## src/hw/scb_pkg.sv

```systemverilog
/*
 * Shared constants for the type-B switched-capacitor control-0 bank:
 * register byte offsets, field positions, reset values and widths.
 * Assumes a 32-bit AHB-Lite register bus with one register per word.
 */
package scb_pkg;
   // Number of type-B blocks served by the bank
   localparam int SCB_BLOCKS = 4;
   // Control-0 byte offsets, one per block
   localparam logic [7:0] SCB_OFF_B11_CTRL0 = 8'h84;
   localparam logic [7:0] SCB_OFF_B13_CTRL0 = 8'h8C;
   localparam logic [7:0] SCB_OFF_B20_CTRL0 = 8'h90;
   localparam logic [7:0] SCB_OFF_B22_CTRL0 = 8'h98;
   // Clock select, bus drive enable and status words
   localparam logic [7:0] SCB_OFF_CLK_SEL = 8'h60;
   localparam logic [7:0] SCB_OFF_DRIVE_EN = 8'h64;
   localparam logic [7:0] SCB_OFF_STATUS = 8'h68;
   // Control-0 field positions
   localparam int SCB_FEEDBACK_CAP_SIZE_BIT = 7;
   localparam int SCB_PHASE_INV_BIT = 6;
   localparam int SCB_A_SAMPLE_POLARITY_BIT = 5;
   localparam int SCB_A_CAP_UNITS_MSB = 4;
   // Sample-and-hold disable position in clock select
   localparam int SCB_SHD_BIT = 6;
   // Reset values
   localparam logic [7:0] SCB_CTRL0_RST = 8'h00;
   localparam logic [7:0] SCB_CLK_SEL_RST = 8'h00;
   localparam logic [3:0] SCB_DRIVE_EN_RST = 4'h0;
   // Feedback capacitor sizes in unit capacitors
   localparam logic [5:0] SCB_FEEDBACK_CAP_SIZE_SMALL = 6'h10;
   localparam logic [5:0] SCB_FEEDBACK_CAP_SIZE_LARGE = 6'h20;
   // Register select codes
   localparam logic [2:0] SCB_SEL_NONE = 3'h0;
   localparam logic [2:0] SCB_SEL_CTRL = 3'h1;
   localparam logic [2:0] SCB_SEL_CLK = 3'h2;
   localparam logic [2:0] SCB_SEL_DRV = 3'h3;
   localparam logic [2:0] SCB_SEL_STAT = 3'h4;
endpackage

```

## src/hw/scb_phase_unit.sv

```systemverilog
/*
 * Per-block phase logic: internal phase selection, A-plate switching,
 * output bus window, comparator latch and capacitor size outputs.
 * Assumes phase and comparator inputs are already synchronised to clk_i.
 */
`timescale 1ns/1ps
`default_nettype none
module scb_phase_unit
   import scb_pkg::*;
(
   // Clock and reset
   input wire logic clk_i,
   input wire logic resetn_i,
   // Control
   input wire logic [7:0] ctrl_i,
   input wire logic shd_i,
   input wire logic drive_en_i,
   input wire logic late_half_i,
   // Synchronised external phases and comparator
   input wire logic p1_i,
   input wire logic p2_i,
   input wire logic cmp_i,
   // Switch controls
   output logic int_p1_o,
   output logic int_p2_o,
   output logic a_in_o,
   output logic a_ref_o,
   output logic bus_connect_o,
   output logic cmp_bus_o,
   output logic [5:0] fb_units_o,
   output logic [4:0] a_units_o
);
   import scb_pkg::*;

   logic p1_q; // Previous phase one
   logic p2_q; // Previous phase two
   logic boundary; // Either phase changed
   logic [7:0] act; // Control copy in use
   logic [7:0] next_act;
   logic ip1; // Internal phase one
   logic ip2; // Internal phase two
   logic cap; // Captured comparator value

   assign boundary = (p1_i != p1_q) || (p2_i != p2_q);
   assign next_act = boundary ? ctrl_i : act;
   assign ip1 = next_act[SCB_PHASE_INV_BIT] ? p2_i : p1_i;
   assign ip2 = next_act[SCB_PHASE_INV_BIT] ? p1_i : p2_i;

   // Phase history and active control copy
   always_ff @(posedge clk_i or negedge resetn_i) begin
      if (!resetn_i) begin
         p1_q <= 1'b0;
         p2_q <= 1'b0;
         act <= SCB_CTRL0_RST;
      end else begin
         p1_q <= p1_i;
         p2_q <= p2_i;
         act <= next_act;
      end
   end

   // Switch outputs, all registered to avoid decode glitches
   always_ff @(posedge clk_i or negedge resetn_i) begin
      if (!resetn_i) begin
         int_p1_o <= 1'b0;
         int_p2_o <= 1'b0;
         a_in_o <= 1'b0;
         a_ref_o <= 1'b0;
         fb_units_o <= SCB_FEEDBACK_CAP_SIZE_SMALL;
         a_units_o <= 5'h00;
      end else begin
         int_p1_o <= ip1;
         int_p2_o <= ip2;
         a_in_o <= next_act[SCB_A_SAMPLE_POLARITY_BIT] ? ip2 : ip1;
         a_ref_o <= next_act[SCB_A_SAMPLE_POLARITY_BIT] ? ip1 : ip2;
         fb_units_o <= next_act[SCB_FEEDBACK_CAP_SIZE_BIT] ? SCB_FEEDBACK_CAP_SIZE_LARGE
                                              : SCB_FEEDBACK_CAP_SIZE_SMALL;
         a_units_o <= next_act[SCB_A_CAP_UNITS_MSB:0];
      end
   end

   // Output bus window
   always_ff @(posedge clk_i or negedge resetn_i) begin
      if (!resetn_i) begin
         bus_connect_o <= 1'b0;
      end else begin
         bus_connect_o <= drive_en_i && ip2 && (shd_i
            || next_act[SCB_PHASE_INV_BIT] || late_half_i);
      end
   end

   // Comparator latch: capture on falling int p2, show on rising int p1
   always_ff @(posedge clk_i or negedge resetn_i) begin
      if (!resetn_i) begin
         cap <= 1'b0;
         cmp_bus_o <= 1'b0;
      end else begin
         if (int_p2_o && !ip2) begin
            cap <= cmp_i;
         end
         if (!int_p1_o && ip1) begin
            cmp_bus_o <= cap;
         end
      end
   end
endmodule
`default_nettype wire

```

## src/hw/scb_ctrl0_bank.sv

```systemverilog
/*
 * Control-0 register bank and clock-phase logic for four type-B
 * switched-capacitor blocks, reached as an AHB-Lite slave.
 * Assumes phase clocks and comparator outputs arrive asynchronously
 * from the analog array and are resynchronised here.
 */
//Contract
// - Feedback bit picks 16 or 32 units
// - Invert bit swaps internal phase clocks
// - Normal block connects only late phase two unless sample-hold disabled
// - Inverted block connects whole phase two
// - Sample-hold disable connects whole phase two
// - Normal: capture fall p2, show rise p1
// - Inverted: capture fall p1, show rise p2
// - Comparator bus changes only at output
// - Sign bit swaps input and reference phases
// - A size field is plain binary
// - Registers at 84h 8Ch 90h 98h
// - Block drives latched result on column bus
`timescale 1ns/1ps
`default_nettype none
module scb_ctrl0_bank
   import scb_pkg::*;
#(
   parameter int CNT_W = 12 // Phase-two length counter width
) (
   // Clock and reset
   input wire logic clk_i,
   input wire logic resetn_i,
   // AHB-Lite slave
   input wire logic hsel_i,
   input wire logic [31:0] haddr_i,
   input wire logic [1:0] htrans_i,
   input wire logic hwrite_i,
   input wire logic [2:0] hsize_i,
   input wire logic [31:0] hwdata_i,
   input wire logic hready_i,
   output logic [31:0] hrdata_o,
   output logic hreadyout_o,
   output logic hresp_o,
   // External phase clocks from the clock generator
   input wire logic phase_one_clock_i,
   input wire logic phase_two_clock_i,
   // Raw comparator outputs, one per block
   input wire logic [3:0] cmp_raw_i,
   // Switch network controls, one lane per block
   output logic [3:0] int_phase_one_o,
   output logic [3:0] int_phase_two_o,
   output logic [3:0] a_plate_input_o,
   output logic [3:0] a_plate_ref_o,
   output logic [3:0] column_analog_bus_connect_o,
   output logic [3:0] column_comparator_bus_o,
   output logic [3:0][5:0] feedback_cap_units_o,
   output logic [3:0][4:0] a_cap_units_o
);
   import scb_pkg::*;

   logic [7:0] ctrl0 [SCB_BLOCKS]; // Control-0 registers
   logic [7:0] clk_sel; // Analog clock select
   logic [3:0] column_bus_drive_enable; // Per-block bus enable
   logic sample_hold_disable; // Global window override
   logic addr_take; // Address phase accepted
   logic wr_pend; // Write data phase pending
   logic [2:0] wr_sel; // Latched write target
   logic [1:0] wr_idx; // Latched block index
   logic [2:0] rd_sel; // Decoded read target
   logic [1:0] rd_idx;
   logic [5:0] sync_meta; // First sync stage, read by stage two only
   logic [5:0] sync_q; // Second sync stage
   logic p1_s; // Synced phase one
   logic p2_s; // Synced phase two
   logic [3:0] cmp_s; // Synced comparators
   logic [CNT_W-1:0] p2_cnt; // Cycles into current phase two
   logic [CNT_W-1:0] p2_len; // Length of previous phase two
   logic late_half; // Past the midpoint of phase two
   logic [31:0] next_rdata;

   assign sample_hold_disable = clk_sel[SCB_SHD_BIT];
   assign p1_s = sync_q[4];
   assign p2_s = sync_q[5];
   assign cmp_s = sync_q[3:0];
   // Zero wait states, always OKAY
   assign hreadyout_o = 1'b1;
   assign hresp_o = 1'b0;
   assign addr_take = hsel_i && htrans_i[1] && hready_i;

   // Offset decode; the bank bit and upper address bits are ignored
   function automatic logic [2:0] reg_sel(input logic [31:0] a);
      logic [7:0] off;
      off = a[7:0];
      if (off == SCB_OFF_B11_CTRL0 || off == SCB_OFF_B13_CTRL0
          || off == SCB_OFF_B20_CTRL0 || off == SCB_OFF_B22_CTRL0) begin
         reg_sel = SCB_SEL_CTRL;
      end else if (off == SCB_OFF_CLK_SEL) begin
         reg_sel = SCB_SEL_CLK;
      end else if (off == SCB_OFF_DRIVE_EN) begin
         reg_sel = SCB_SEL_DRV;
      end else if (off == SCB_OFF_STATUS) begin
         reg_sel = SCB_SEL_STAT;
      end else begin
         reg_sel = SCB_SEL_NONE;
      end
   endfunction

   // Block index for a control-0 offset
   function automatic logic [1:0] reg_idx(input logic [31:0] a);
      logic [7:0] off;
      off = a[7:0];
      if (off == SCB_OFF_B13_CTRL0) begin
         reg_idx = 2'h1;
      end else if (off == SCB_OFF_B20_CTRL0) begin
         reg_idx = 2'h2;
      end else if (off == SCB_OFF_B22_CTRL0) begin
         reg_idx = 2'h3;
      end else begin
         reg_idx = 2'h0;
      end
   endfunction

   assign rd_sel = reg_sel(haddr_i);
   assign rd_idx = reg_idx(haddr_i);

   // Two-flop synchronisers for phases and comparators
   // One shared stage keeps the skew between phases and comparators fixed
   always_ff @(posedge clk_i or negedge resetn_i) begin
      if (!resetn_i) begin
         sync_meta <= 6'h00;
         sync_q <= 6'h00;
      end else begin
         sync_meta <= {phase_two_clock_i, phase_one_clock_i, cmp_raw_i};
         sync_q <= sync_meta;
      end
   end

   // Address phase capture for writes
   always_ff @(posedge clk_i or negedge resetn_i) begin
      if (!resetn_i) begin
         wr_pend <= 1'b0;
         wr_sel <= SCB_SEL_NONE;
         wr_idx <= 2'h0;
      end else begin
         wr_pend <= addr_take && hwrite_i;
         if (addr_take) begin
            wr_sel <= rd_sel;
            wr_idx <= rd_idx;
         end
      end
   end

   // Control-0 writes in the data phase
   always_ff @(posedge clk_i or negedge resetn_i) begin
      if (!resetn_i) begin
         for (int i = 0; i < SCB_BLOCKS; i++) begin
            ctrl0[i] <= SCB_CTRL0_RST;
         end
      end else if (wr_pend && wr_sel == SCB_SEL_CTRL) begin
         ctrl0[wr_idx] <= hwdata_i[7:0];
      end
   end

   // Clock select and drive enable writes
   always_ff @(posedge clk_i or negedge resetn_i) begin
      if (!resetn_i) begin
         clk_sel <= SCB_CLK_SEL_RST;
         column_bus_drive_enable <= SCB_DRIVE_EN_RST;
      end else if (wr_pend) begin
         if (wr_sel == SCB_SEL_CLK) begin
            clk_sel <= hwdata_i[7:0];
         end
         if (wr_sel == SCB_SEL_DRV) begin
            column_bus_drive_enable <= hwdata_i[3:0];
         end
      end
   end

   // Read mux; unmapped offsets read zero
   always_comb begin
      next_rdata = 32'h0000_0000;
      unique case (rd_sel)
         SCB_SEL_CTRL: next_rdata = {24'h00_0000, ctrl0[rd_idx]};
         SCB_SEL_CLK: next_rdata = {24'h00_0000, clk_sel};
         SCB_SEL_DRV: next_rdata = {28'h000_0000, column_bus_drive_enable};
         SCB_SEL_STAT: next_rdata = {22'h00_0000, p2_s, p1_s,
            column_analog_bus_connect_o, column_comparator_bus_o};
         default: next_rdata = 32'h0000_0000;
      endcase
      // A write still in its data phase has not reached its register yet,
      // so a pipelined read of the same word takes the byte on the bus
      if (wr_pend && wr_sel == rd_sel && wr_idx == rd_idx) begin
         if (rd_sel == SCB_SEL_CTRL || rd_sel == SCB_SEL_CLK) begin
            next_rdata = {24'h00_0000, hwdata_i[7:0]};
         end else if (rd_sel == SCB_SEL_DRV) begin
            next_rdata = {28'h000_0000, hwdata_i[3:0]};
         end
      end
   end

   // Read data registered at the address phase, valid in data phase
   // It stands until the next read address phase
   always_ff @(posedge clk_i or negedge resetn_i) begin
      if (!resetn_i) begin
         hrdata_o <= 32'h0000_0000;
      end else if (addr_take && !hwrite_i) begin
         hrdata_o <= next_rdata;
      end
   end

   // Phase-two length meter; saturates rather than wrapping
   always_ff @(posedge clk_i or negedge resetn_i) begin
      if (!resetn_i) begin
         p2_cnt <= '0;
         p2_len <= '0;
      end else if (p2_s) begin
         if (p2_cnt != {CNT_W{1'b1}}) begin
            p2_cnt <= p2_cnt + 1'b1;
         end
      end else begin
         if (p2_cnt != '0) begin
            p2_len <= p2_cnt;
         end
         p2_cnt <= '0;
      end
   end

   // second half of phase two
   // Uses the last phase length, so the first phase after reset stays off
   assign late_half = p2_s && (p2_len != '0)
      && (p2_cnt >= (p2_len >> 1));

   // One phase unit per block
   for (genvar g = 0; g < SCB_BLOCKS; g++) begin : g_unit
      scb_phase_unit u_unit (
         .clk_i(clk_i),
         .resetn_i(resetn_i),
         .ctrl_i(ctrl0[g]),
         .shd_i(sample_hold_disable),
         .drive_en_i(column_bus_drive_enable[g]),
         .late_half_i(late_half),
         .p1_i(p1_s),
         .p2_i(p2_s),
         .cmp_i(cmp_s[g]),
         .int_p1_o(int_phase_one_o[g]),
         .int_p2_o(int_phase_two_o[g]),
         .a_in_o(a_plate_input_o[g]),
         .a_ref_o(a_plate_ref_o[g]),
         .bus_connect_o(column_analog_bus_connect_o[g]),
         .cmp_bus_o(column_comparator_bus_o[g]),
         .fb_units_o(feedback_cap_units_o[g]),
         .a_units_o(a_cap_units_o[g])
      );
   end
endmodule
`default_nettype wire

```

## config.mk

```make
export PLATFORM = sky130hd
export DESIGN_NAME = scb_ctrl0_bank
export DESIGN_NICKNAME = d
export VERILOG_FILES = /design/src/hw/scb_pkg.sv /design/src/hw/scb_phase_unit.sv /design/src/hw/scb_ctrl0_bank.sv
export SDC_FILE = /design/constraint.sdc
export NUM_CORES = 1
export LEC_CHECK = 0
export BUFFER_PORTS_ARGS = -buffer_cell sky130_fd_sc_hd__buf_4
export CORE_ASPECT_RATIO = 1.75
export CORE_UTILIZATION = 48
export DETAILED_ROUTE_END_ITERATION = 10
export GPL_ROUTABILITY_DRIVEN = 0
export PLACE_DENSITY = 0.79
export SLEW_MARGIN = 20
export SYNTH_ARGS = -nofsm -noshare
export SYNTH_HDL_FRONTEND = slang
export SYNTH_SLANG_ARGS = --single-unit
```

## constraint.sdc

```tcl
create_clock -name clk_i -period 3.6 [get_ports clk_i]
set_clock_uncertainty 0.05 [all_clocks]
set_input_delay 0.36 -clock clk_i [delete_from_list [all_inputs] [get_ports clk_i]]
set_output_delay 0.36 -clock clk_i [all_outputs]
set_load 0.01 [all_outputs]
```

---- After elaboration in Yosys (flattened, before gate mapping) ----
Index checks and enable logic that the tools add are counted.
cells by class
  equal/unequal tests ..................... 20
  $lt $le $gt $ge ......................... 4
  reduce and logical (&&, ||, !) cells .... 53
  $add $sub $neg .......................... 1
  bitwise operators ....................... 3
  mux-type cells .......................... 43
operators with widths
  cell                                           number
  2-to-1 mux 32 bit                              3
  2-to-1 mux 8 bit                               7
  one-hot mux 10 bit (4 select lines)            1
  bitwise mux 32 bit                             1
  == test 8 bit, second input constant           4
  logical AND 1 bit                              26
  == test 8 x 7 -> 1 bit, second input constant  3
  2-to-1 mux 12 bit                              2
  2-to-1 mux 6 bit                               4
  nonzero test 12 bit                            2
  binary-select mux 8 bit (select 2 bit)         1
  demux 8 bit (select 2 bit)                     1
  2-to-1 mux 1 bit                               16
  logical OR 1 bit                               13
  adder 12 x 1 -> 12 bit, second input constant  1
  == test 3 x 2 -> 1 bit, second input constant  4
  >= comparator 12 x 11 -> 1 bit                 1
  2-to-1 mux 3 bit                               4
  != test 12 bit, second input constant          1
  logical NOT 1 bit                              9
  == test 3 x 1 -> 1 bit, second input constant  2
  >= comparator 3 bit, second input constant     2
  2-to-1 mux 2 bit                               3
  NOT 2 -> 3 bit                                 2
  8 further kinds                                11
storage, ports and cells
  output and inout bits ................... 102
  logic and storage cells ................. 180
  register bits ........................... 224
  input bits .............................. 80

---- Depth between registers and ports, before layout ----
  depth after elaboration ................. 12
  gate-level depth with buffers ........... 8
  mapped depth without buffers ............ 8

---- By module ----
Synthesis repeated with hierarchy kept, for this count alone.
unflattened totals
  cells, all modules ...................... 758
  area total of the unflattened synthesis .. 8,513.2 µm²
modules (own cells, without submodules)
  module          cells each  instances  sequential area each (µm²)  area an instance (µm²)
  scb_ctrl0_bank  454         1          2,402.3                     4,914.7
  scb_phase_unit  76          4          451.7                       899.6

---- Worst setup path after synthesis ----
No wires, ideal clock.
  path type ............................... input to register
  start point ............................. input port haddr_i[2]
  end point ............................... register hrdata_o[7]
  setup slack ............................. 1,214 ps
  buffers on the path ..................... 2
  data required time ...................... 3,424 ps
  stages .................................. 8
  arrival ................................. 2,210 ps
  setup time .............................. 126 ps
  cell sequence ........................... buf_6 -> or4b_1 -> buf_2 -> nor4b_4 -> a211oi_2 -> nor4b_4 -> nor3_1 -> a221o_1
between the ends
  word-level cells in the longest chain between the ends .. 12
  elaborated cells on any way between the ends .. 34
  those cells by class .................... 13 x eq/ne; 14 x mux; 1 x bitwise; 6 x reduce/logical
RTL lines
  element                                              line                                         source
  from (decl)                                          scb_ctrl0_bank.sv:32                         input wire logic [31:0] haddr_i,
  == test 8 bit                                        scb_ctrl0_bank.sv:92, scb_ctrl0_bank.sv:113
  2-to-1 mux 2 bit                                     scb_ctrl0_bank.sv:113                        end else if (off == SCB_OFF_B22_CTRL0) begin
  2-to-1 mux 2 bit                                     scb_ctrl0_bank.sv:111                        end else if (off == SCB_OFF_B20_CTRL0) begin
  2-to-1 mux 2 bit                                     scb_ctrl0_bank.sv:109                        if (off == SCB_OFF_B13_CTRL0) begin
  NOT 2 -> 3 bit (implied by the code)                 scb_ctrl0_bank.sv:180                        SCB_SEL_CTRL: next_rdata = {24'h00_0000, ctrl0[rd_idx]};
  binary-select mux 8 bit (select 2 bit)               scb_ctrl0_bank.sv:180
  2-to-1 mux 8 bit (implied by the code) (2 in a row)  scb_ctrl0_bank.sv:180
  one-hot mux 10 bit (4 select lines)                  scb_ctrl0_bank.sv:179                        unique case (rd_sel)
  2-to-1 mux 32 bit                                    scb_ctrl0_bank.sv:192                        end else if (rd_sel == SCB_SEL_DRV) begin
  2-to-1 mux 32 bit                                    scb_ctrl0_bank.sv:190                        if (rd_sel == SCB_SEL_CTRL || rd_sel == SCB_SEL_CLK) begin
  2-to-1 mux 32 bit (*)                                scb_ctrl0_bank.sv:189                        if (wr_pend && wr_sel == rd_sel && wr_idx == rd_idx) begin
  to (signal assigned)                                 scb_ctrl0_bank.sv:204                        hrdata_o <= next_rdata;
  to (decl)                                            scb_ctrl0_bank.sv:38                         output logic [31:0] hrdata_o,
Every way passes the cells marked *; elsewhere a longest branch is shown, timed or not. The select of a mux whose other input is x is not followed.
A chain may end at the register's enable or synchronous reset.

---- Final worst setup path ----
  start point ............................. register sync_q[4]
  end point ............................... register g_unit[0].u_unit.cap
between the ends
  word-level cells in the longest chain between the ends .. 6
RTL lines
  element                                 line                   source
  from (decl)                             scb_ctrl0_bank.sv:69   logic [5:0] sync_q;
  from (signal assigned)                  scb_ctrl0_bank.sv:131  sync_q <= sync_meta;
  != test 1 bit                           --
  logical OR 1 bit                        --
  2-to-1 mux 8 bit                        scb_phase_unit.sv:45   assign next_act = boundary ? ctrl_i : act;
  named net g_unit[0].u_unit.next_act[6]  scb_phase_unit.sv:39   logic [7:0] next_act;
  2-to-1 mux 1 bit                        scb_phase_unit.sv:47   assign ip2 = next_act[SCB_PHASE_INV_BIT] ? p1_i : p2_i;
  named net g_unit[0].u_unit.ip2          scb_phase_unit.sv:41   logic ip2;
  logical NOT 1 bit                       scb_phase_unit.sv:98   if (int_p2_o && !ip2) begin
  logical AND 1 bit                       scb_phase_unit.sv:98
  to (signal assigned)                    scb_phase_unit.sv:99   cap <= cmp_i;
  to (decl)                               scb_phase_unit.sv:42   logic cap;
The timed path passes the listed nets, and every way through them passes these cells.

==> flow_summary.json <==
{
  "outcome": "complete, no violations",
  "finalNetCount": 815,
  "clkSinkCount": 162,
  "grt_pass1_vias": 5068,
  "drt-initial-drc-count": 203,
  "startpoint_type": "flip-flop",
  "clk_path_buf_depth": 2,
  "die_x_um": 98.6,
  "viasPerCell": 5.44,
  "p_sw_frac": 0.248,
  "slowest_stage": "dfrtp_1",
  "hpwl_um": 11600,
  "syn-cell-area_um2": 7840,
  "htreeDepth": 4,
  "crit_family": "multiplexers",
  "finalWirelength_um": 16400,
  "ios": 182,
  "ant_nets": 0,
  "die-area_um2": 16900,
  "synth_area_leaders": "dfrtp_1 (50%), mux2_2 (14%), buf_4 (8.4%), mux2i_1 (3.7%), ha_1 (2.1%)",
  "required_ps": 3850,
  "rsz0062_at_grt": "no",
  "grt_pass1_wl_um": 26200,
  "min_period_ps": 2680,
  "synthToLayoutAreaGrowth_pct": 14.2,
  "combPwrFrac": 0.108,
  "intPower_mw": 3.37,
  "cp.arrival_ps": 2930,
  "power_switching_mw": 1.11,
  "synthFlopType": "dfrtp_1",
  "grt_use_total": 0.206,
  "cts.clk_slew.worst_paths_ps": 70,
  "hold_path.class": "input port to flip-flop",
  "start_util": 0.491,
  "slew_viol_final": 0,
  "yosys.area.top_type": "dfrtp_1",
  "yosysWarnings": 0,
  "worstMarginPinSlew_ps": 950,
  "portBuffers": 89,
  "grt_start_max_net_pins": 87,
  "final-hold-violation-count": 0,
  "setup_viol_count_final": 0,
  "synth.most_common_cell": "dfrtp_1",
  "cpPeakStageDelay_ps": 540,
  "synth_area_per_cell_um2": 11.7,
  "max-cap-violations": 0,
  "crit_path_frequent_cell": "mux2_2",
  "crit_chain": "xor2_1, nor2_4, mux2_2, mux2_2, or2_2, mux2_2",
  "core_um2": 16000,
  "avgRoutedWirePerCell_um": 17.8,
  "crit_fanout": 11,
  "cts_inserted_buffers": 17,
  "fin_util": 0.561,
  "synth-edff-count": 0,
  "drive_above_1_share": 0.332,
  "fin_crit_sh": 0.743,
  "synth-seq-cells": 162,
  "die_y_um": 171,
  "ir_worst_vdd_v": 0.000292,
  "fillers": 1302,
  "path_class": "flip-flop to flip-flop",
  "antenna_found_initial": 0,
  "netlist_top_cells_count": "dfrtp_1 (158), mux2_2 (98), buf_4 (88), nor2_1 (42), nand2_1 (35)",
  "relSlewSlack": 0.363,
  "dr_total_vias": 5022,
  "max_freq_ghz": 0.374,
  "gr-total-overflow": 0,
  "clock-root-buffer": "clkbuf_16",
  "ys_types": 57,
  "diodes": 0,
  "fin_tns_setup_ps": 0,
  "drc": 0,
  "yosysSeqAreaShare": 0.518,
  "clock_latency_ps": 420,
  "critPathCaptureType": "flip-flop",
  "p_seq_frac": 0.451,
  "rows": 61,
  "syn_inst": 668,
  "async_flop_share": 1.00,
  "cts_tree": "done",
  "post_cts_buffers": 0,
  "power_frac_clock": 0.442,
  "synth.top_cell.area_share": 0.504,
  "p_per_area_nw_per_um2": 501,
  "crit_buf_inv": 0,
  "first_pass_iters": 4,
  "power_leakage_nw": 4.31
}
## cells by family (layout without fill, tap and decap cells)
group / Yosys count / in the layout / share of synthesized area
buffers and inverters: 141 / 170 / 0.111
xor gates and xnor gates: 11 / 11 / 0.0123
DFF: 162 / 162 / 0.518
muxes: 128 / 128 / 0.181
AOI/OAI and AO/OA: 75 / 75 / 0.0648
adders and majority gates: 13 / 13 / 0.0208
and+or+nand+nor: 136 / 136 / 0.0913
other: 2 / 40 / 0.000958
## metal layers
| layer | global-route usage | vias to the layer above | routed length [um] |
|---|---|---|---|
| li1 | - | 2311 | - |
| met1 | 0.209 | 2525 | 5930 |
| met4 | 0.111 | 0 | 645 |
| met3 | 0.0408 | 42 | 529 |
| met2 | 0.390 | 144 | 9320 |
| met5 | 0 | - | 0 |
## power by group through the flow
stage               sequential (mW)  combinational, mW  clock [mW]
floorplan                      2.01              0.383           0
global placement               2.05              0.472           0
detailed placement             2.05              0.478           0
CTS                            2.02              0.488        2.01
global route                   2.03              0.528        2.10
finish                         2.02              0.482        1.98
## through the flow
step | instances | cell area (um^2) | total power, mW | setup slack (ps) | hold WS (ps)
5_1_grt | 924 | 8950 | 4.65 | 821 | 154
3_5_place_dp | 885 | 8230 | 2.53 | 750 | 285
6_report | 924 | 8950 | 4.48 | 924 | 148
3_3_place_gp | 885 | 8230 | 2.52 | 786 | 283
4_1_cts | 924 | 8950 | 4.52 | 904 | 137
2_1_floorplan | 706 | 7980 | 2.39 | 1210 | 14.4
## final timing paths
path | start | to | slack (ps) | depth (start not counted)
min in group asynchronous | resetn_i | ctrl0[23] | 530 | 2
hold reg to reg | sync_meta[4] | sync_q[4] | 300 | 0
max in group asynchronous | resetn_i | g_unit[3].u_unit.fb_units_o[4] | 2090 | 3
setup reg to reg | sync_q[4] | g_unit[0].u_unit.cap | 920 | 6
hold / removal | hwdata_i[4] | hrdata_o[4] | 150 | 2
setup / recovery | sync_q[4] | g_unit[0].u_unit.cap | 920 | 6
## sequential cells by signal (all words and copies together) (netlist names), 5 cells and up
register	count
clk_sel	8
ctrl0	32
g_unit.u_unit.act	31
g_unit.u_unit.fb_units_o	5
hrdata_o	10
p2_cnt	12
p2_len	12
sync_meta	6
sync_q	6
## area by class of cell
class	instances	area (um^2)	share of cell area
Clock inverter	14	214	0.0239
Multi-Input combinational cell	403	3070	0.342
Tap cell	189	236	0.0264
Inverter	32	120	0.0134
Clock buffer	18	439	0.0491
Sequential cell	162	4060	0.453
Timing Repair Buffer	106	817	0.0913
## cells in the final DEF, fill, tap and decap left out, types with 3 or more instances in the layout
master / instances
o31ai_1: 5
mux2_2: 98
inv_6: 7
o21ai_0: 10
dlygate4sd3_1: 7
dfstp_2: 4
buf_4: 98
nand3_1: 11
o21ai_1: 4
a21o_1: 5
o22ai_1: 4
nor3_1: 6
nor4_1: 4
nand2_1: 35
inv_1: 32
o221ai_1: 4
o211a_1: 4
mux2i_1: 29
clkbuf_16: 17
nand4_1: 3
conb_1: 40
o211ai_1: 3
xor2_1: 9
bufinv_16: 4
a21oi_1: 16
dfrtp_1: 158
nor2b_1: 4
nor3b_1: 3
ha_1: 13
a31oi_1: 7
nor2_1: 41
and4_1: 3
o22a_1: 3
or2_2: 4
and3b_1: 3
## what timing repair did
item | 4_1_cts | 5_1_grt
hold buffers | 7 | 0
endpoints found under the hold margin | 57 | 0
resized for setup | 0 | 0
Power figures use the tool's default switching activity.
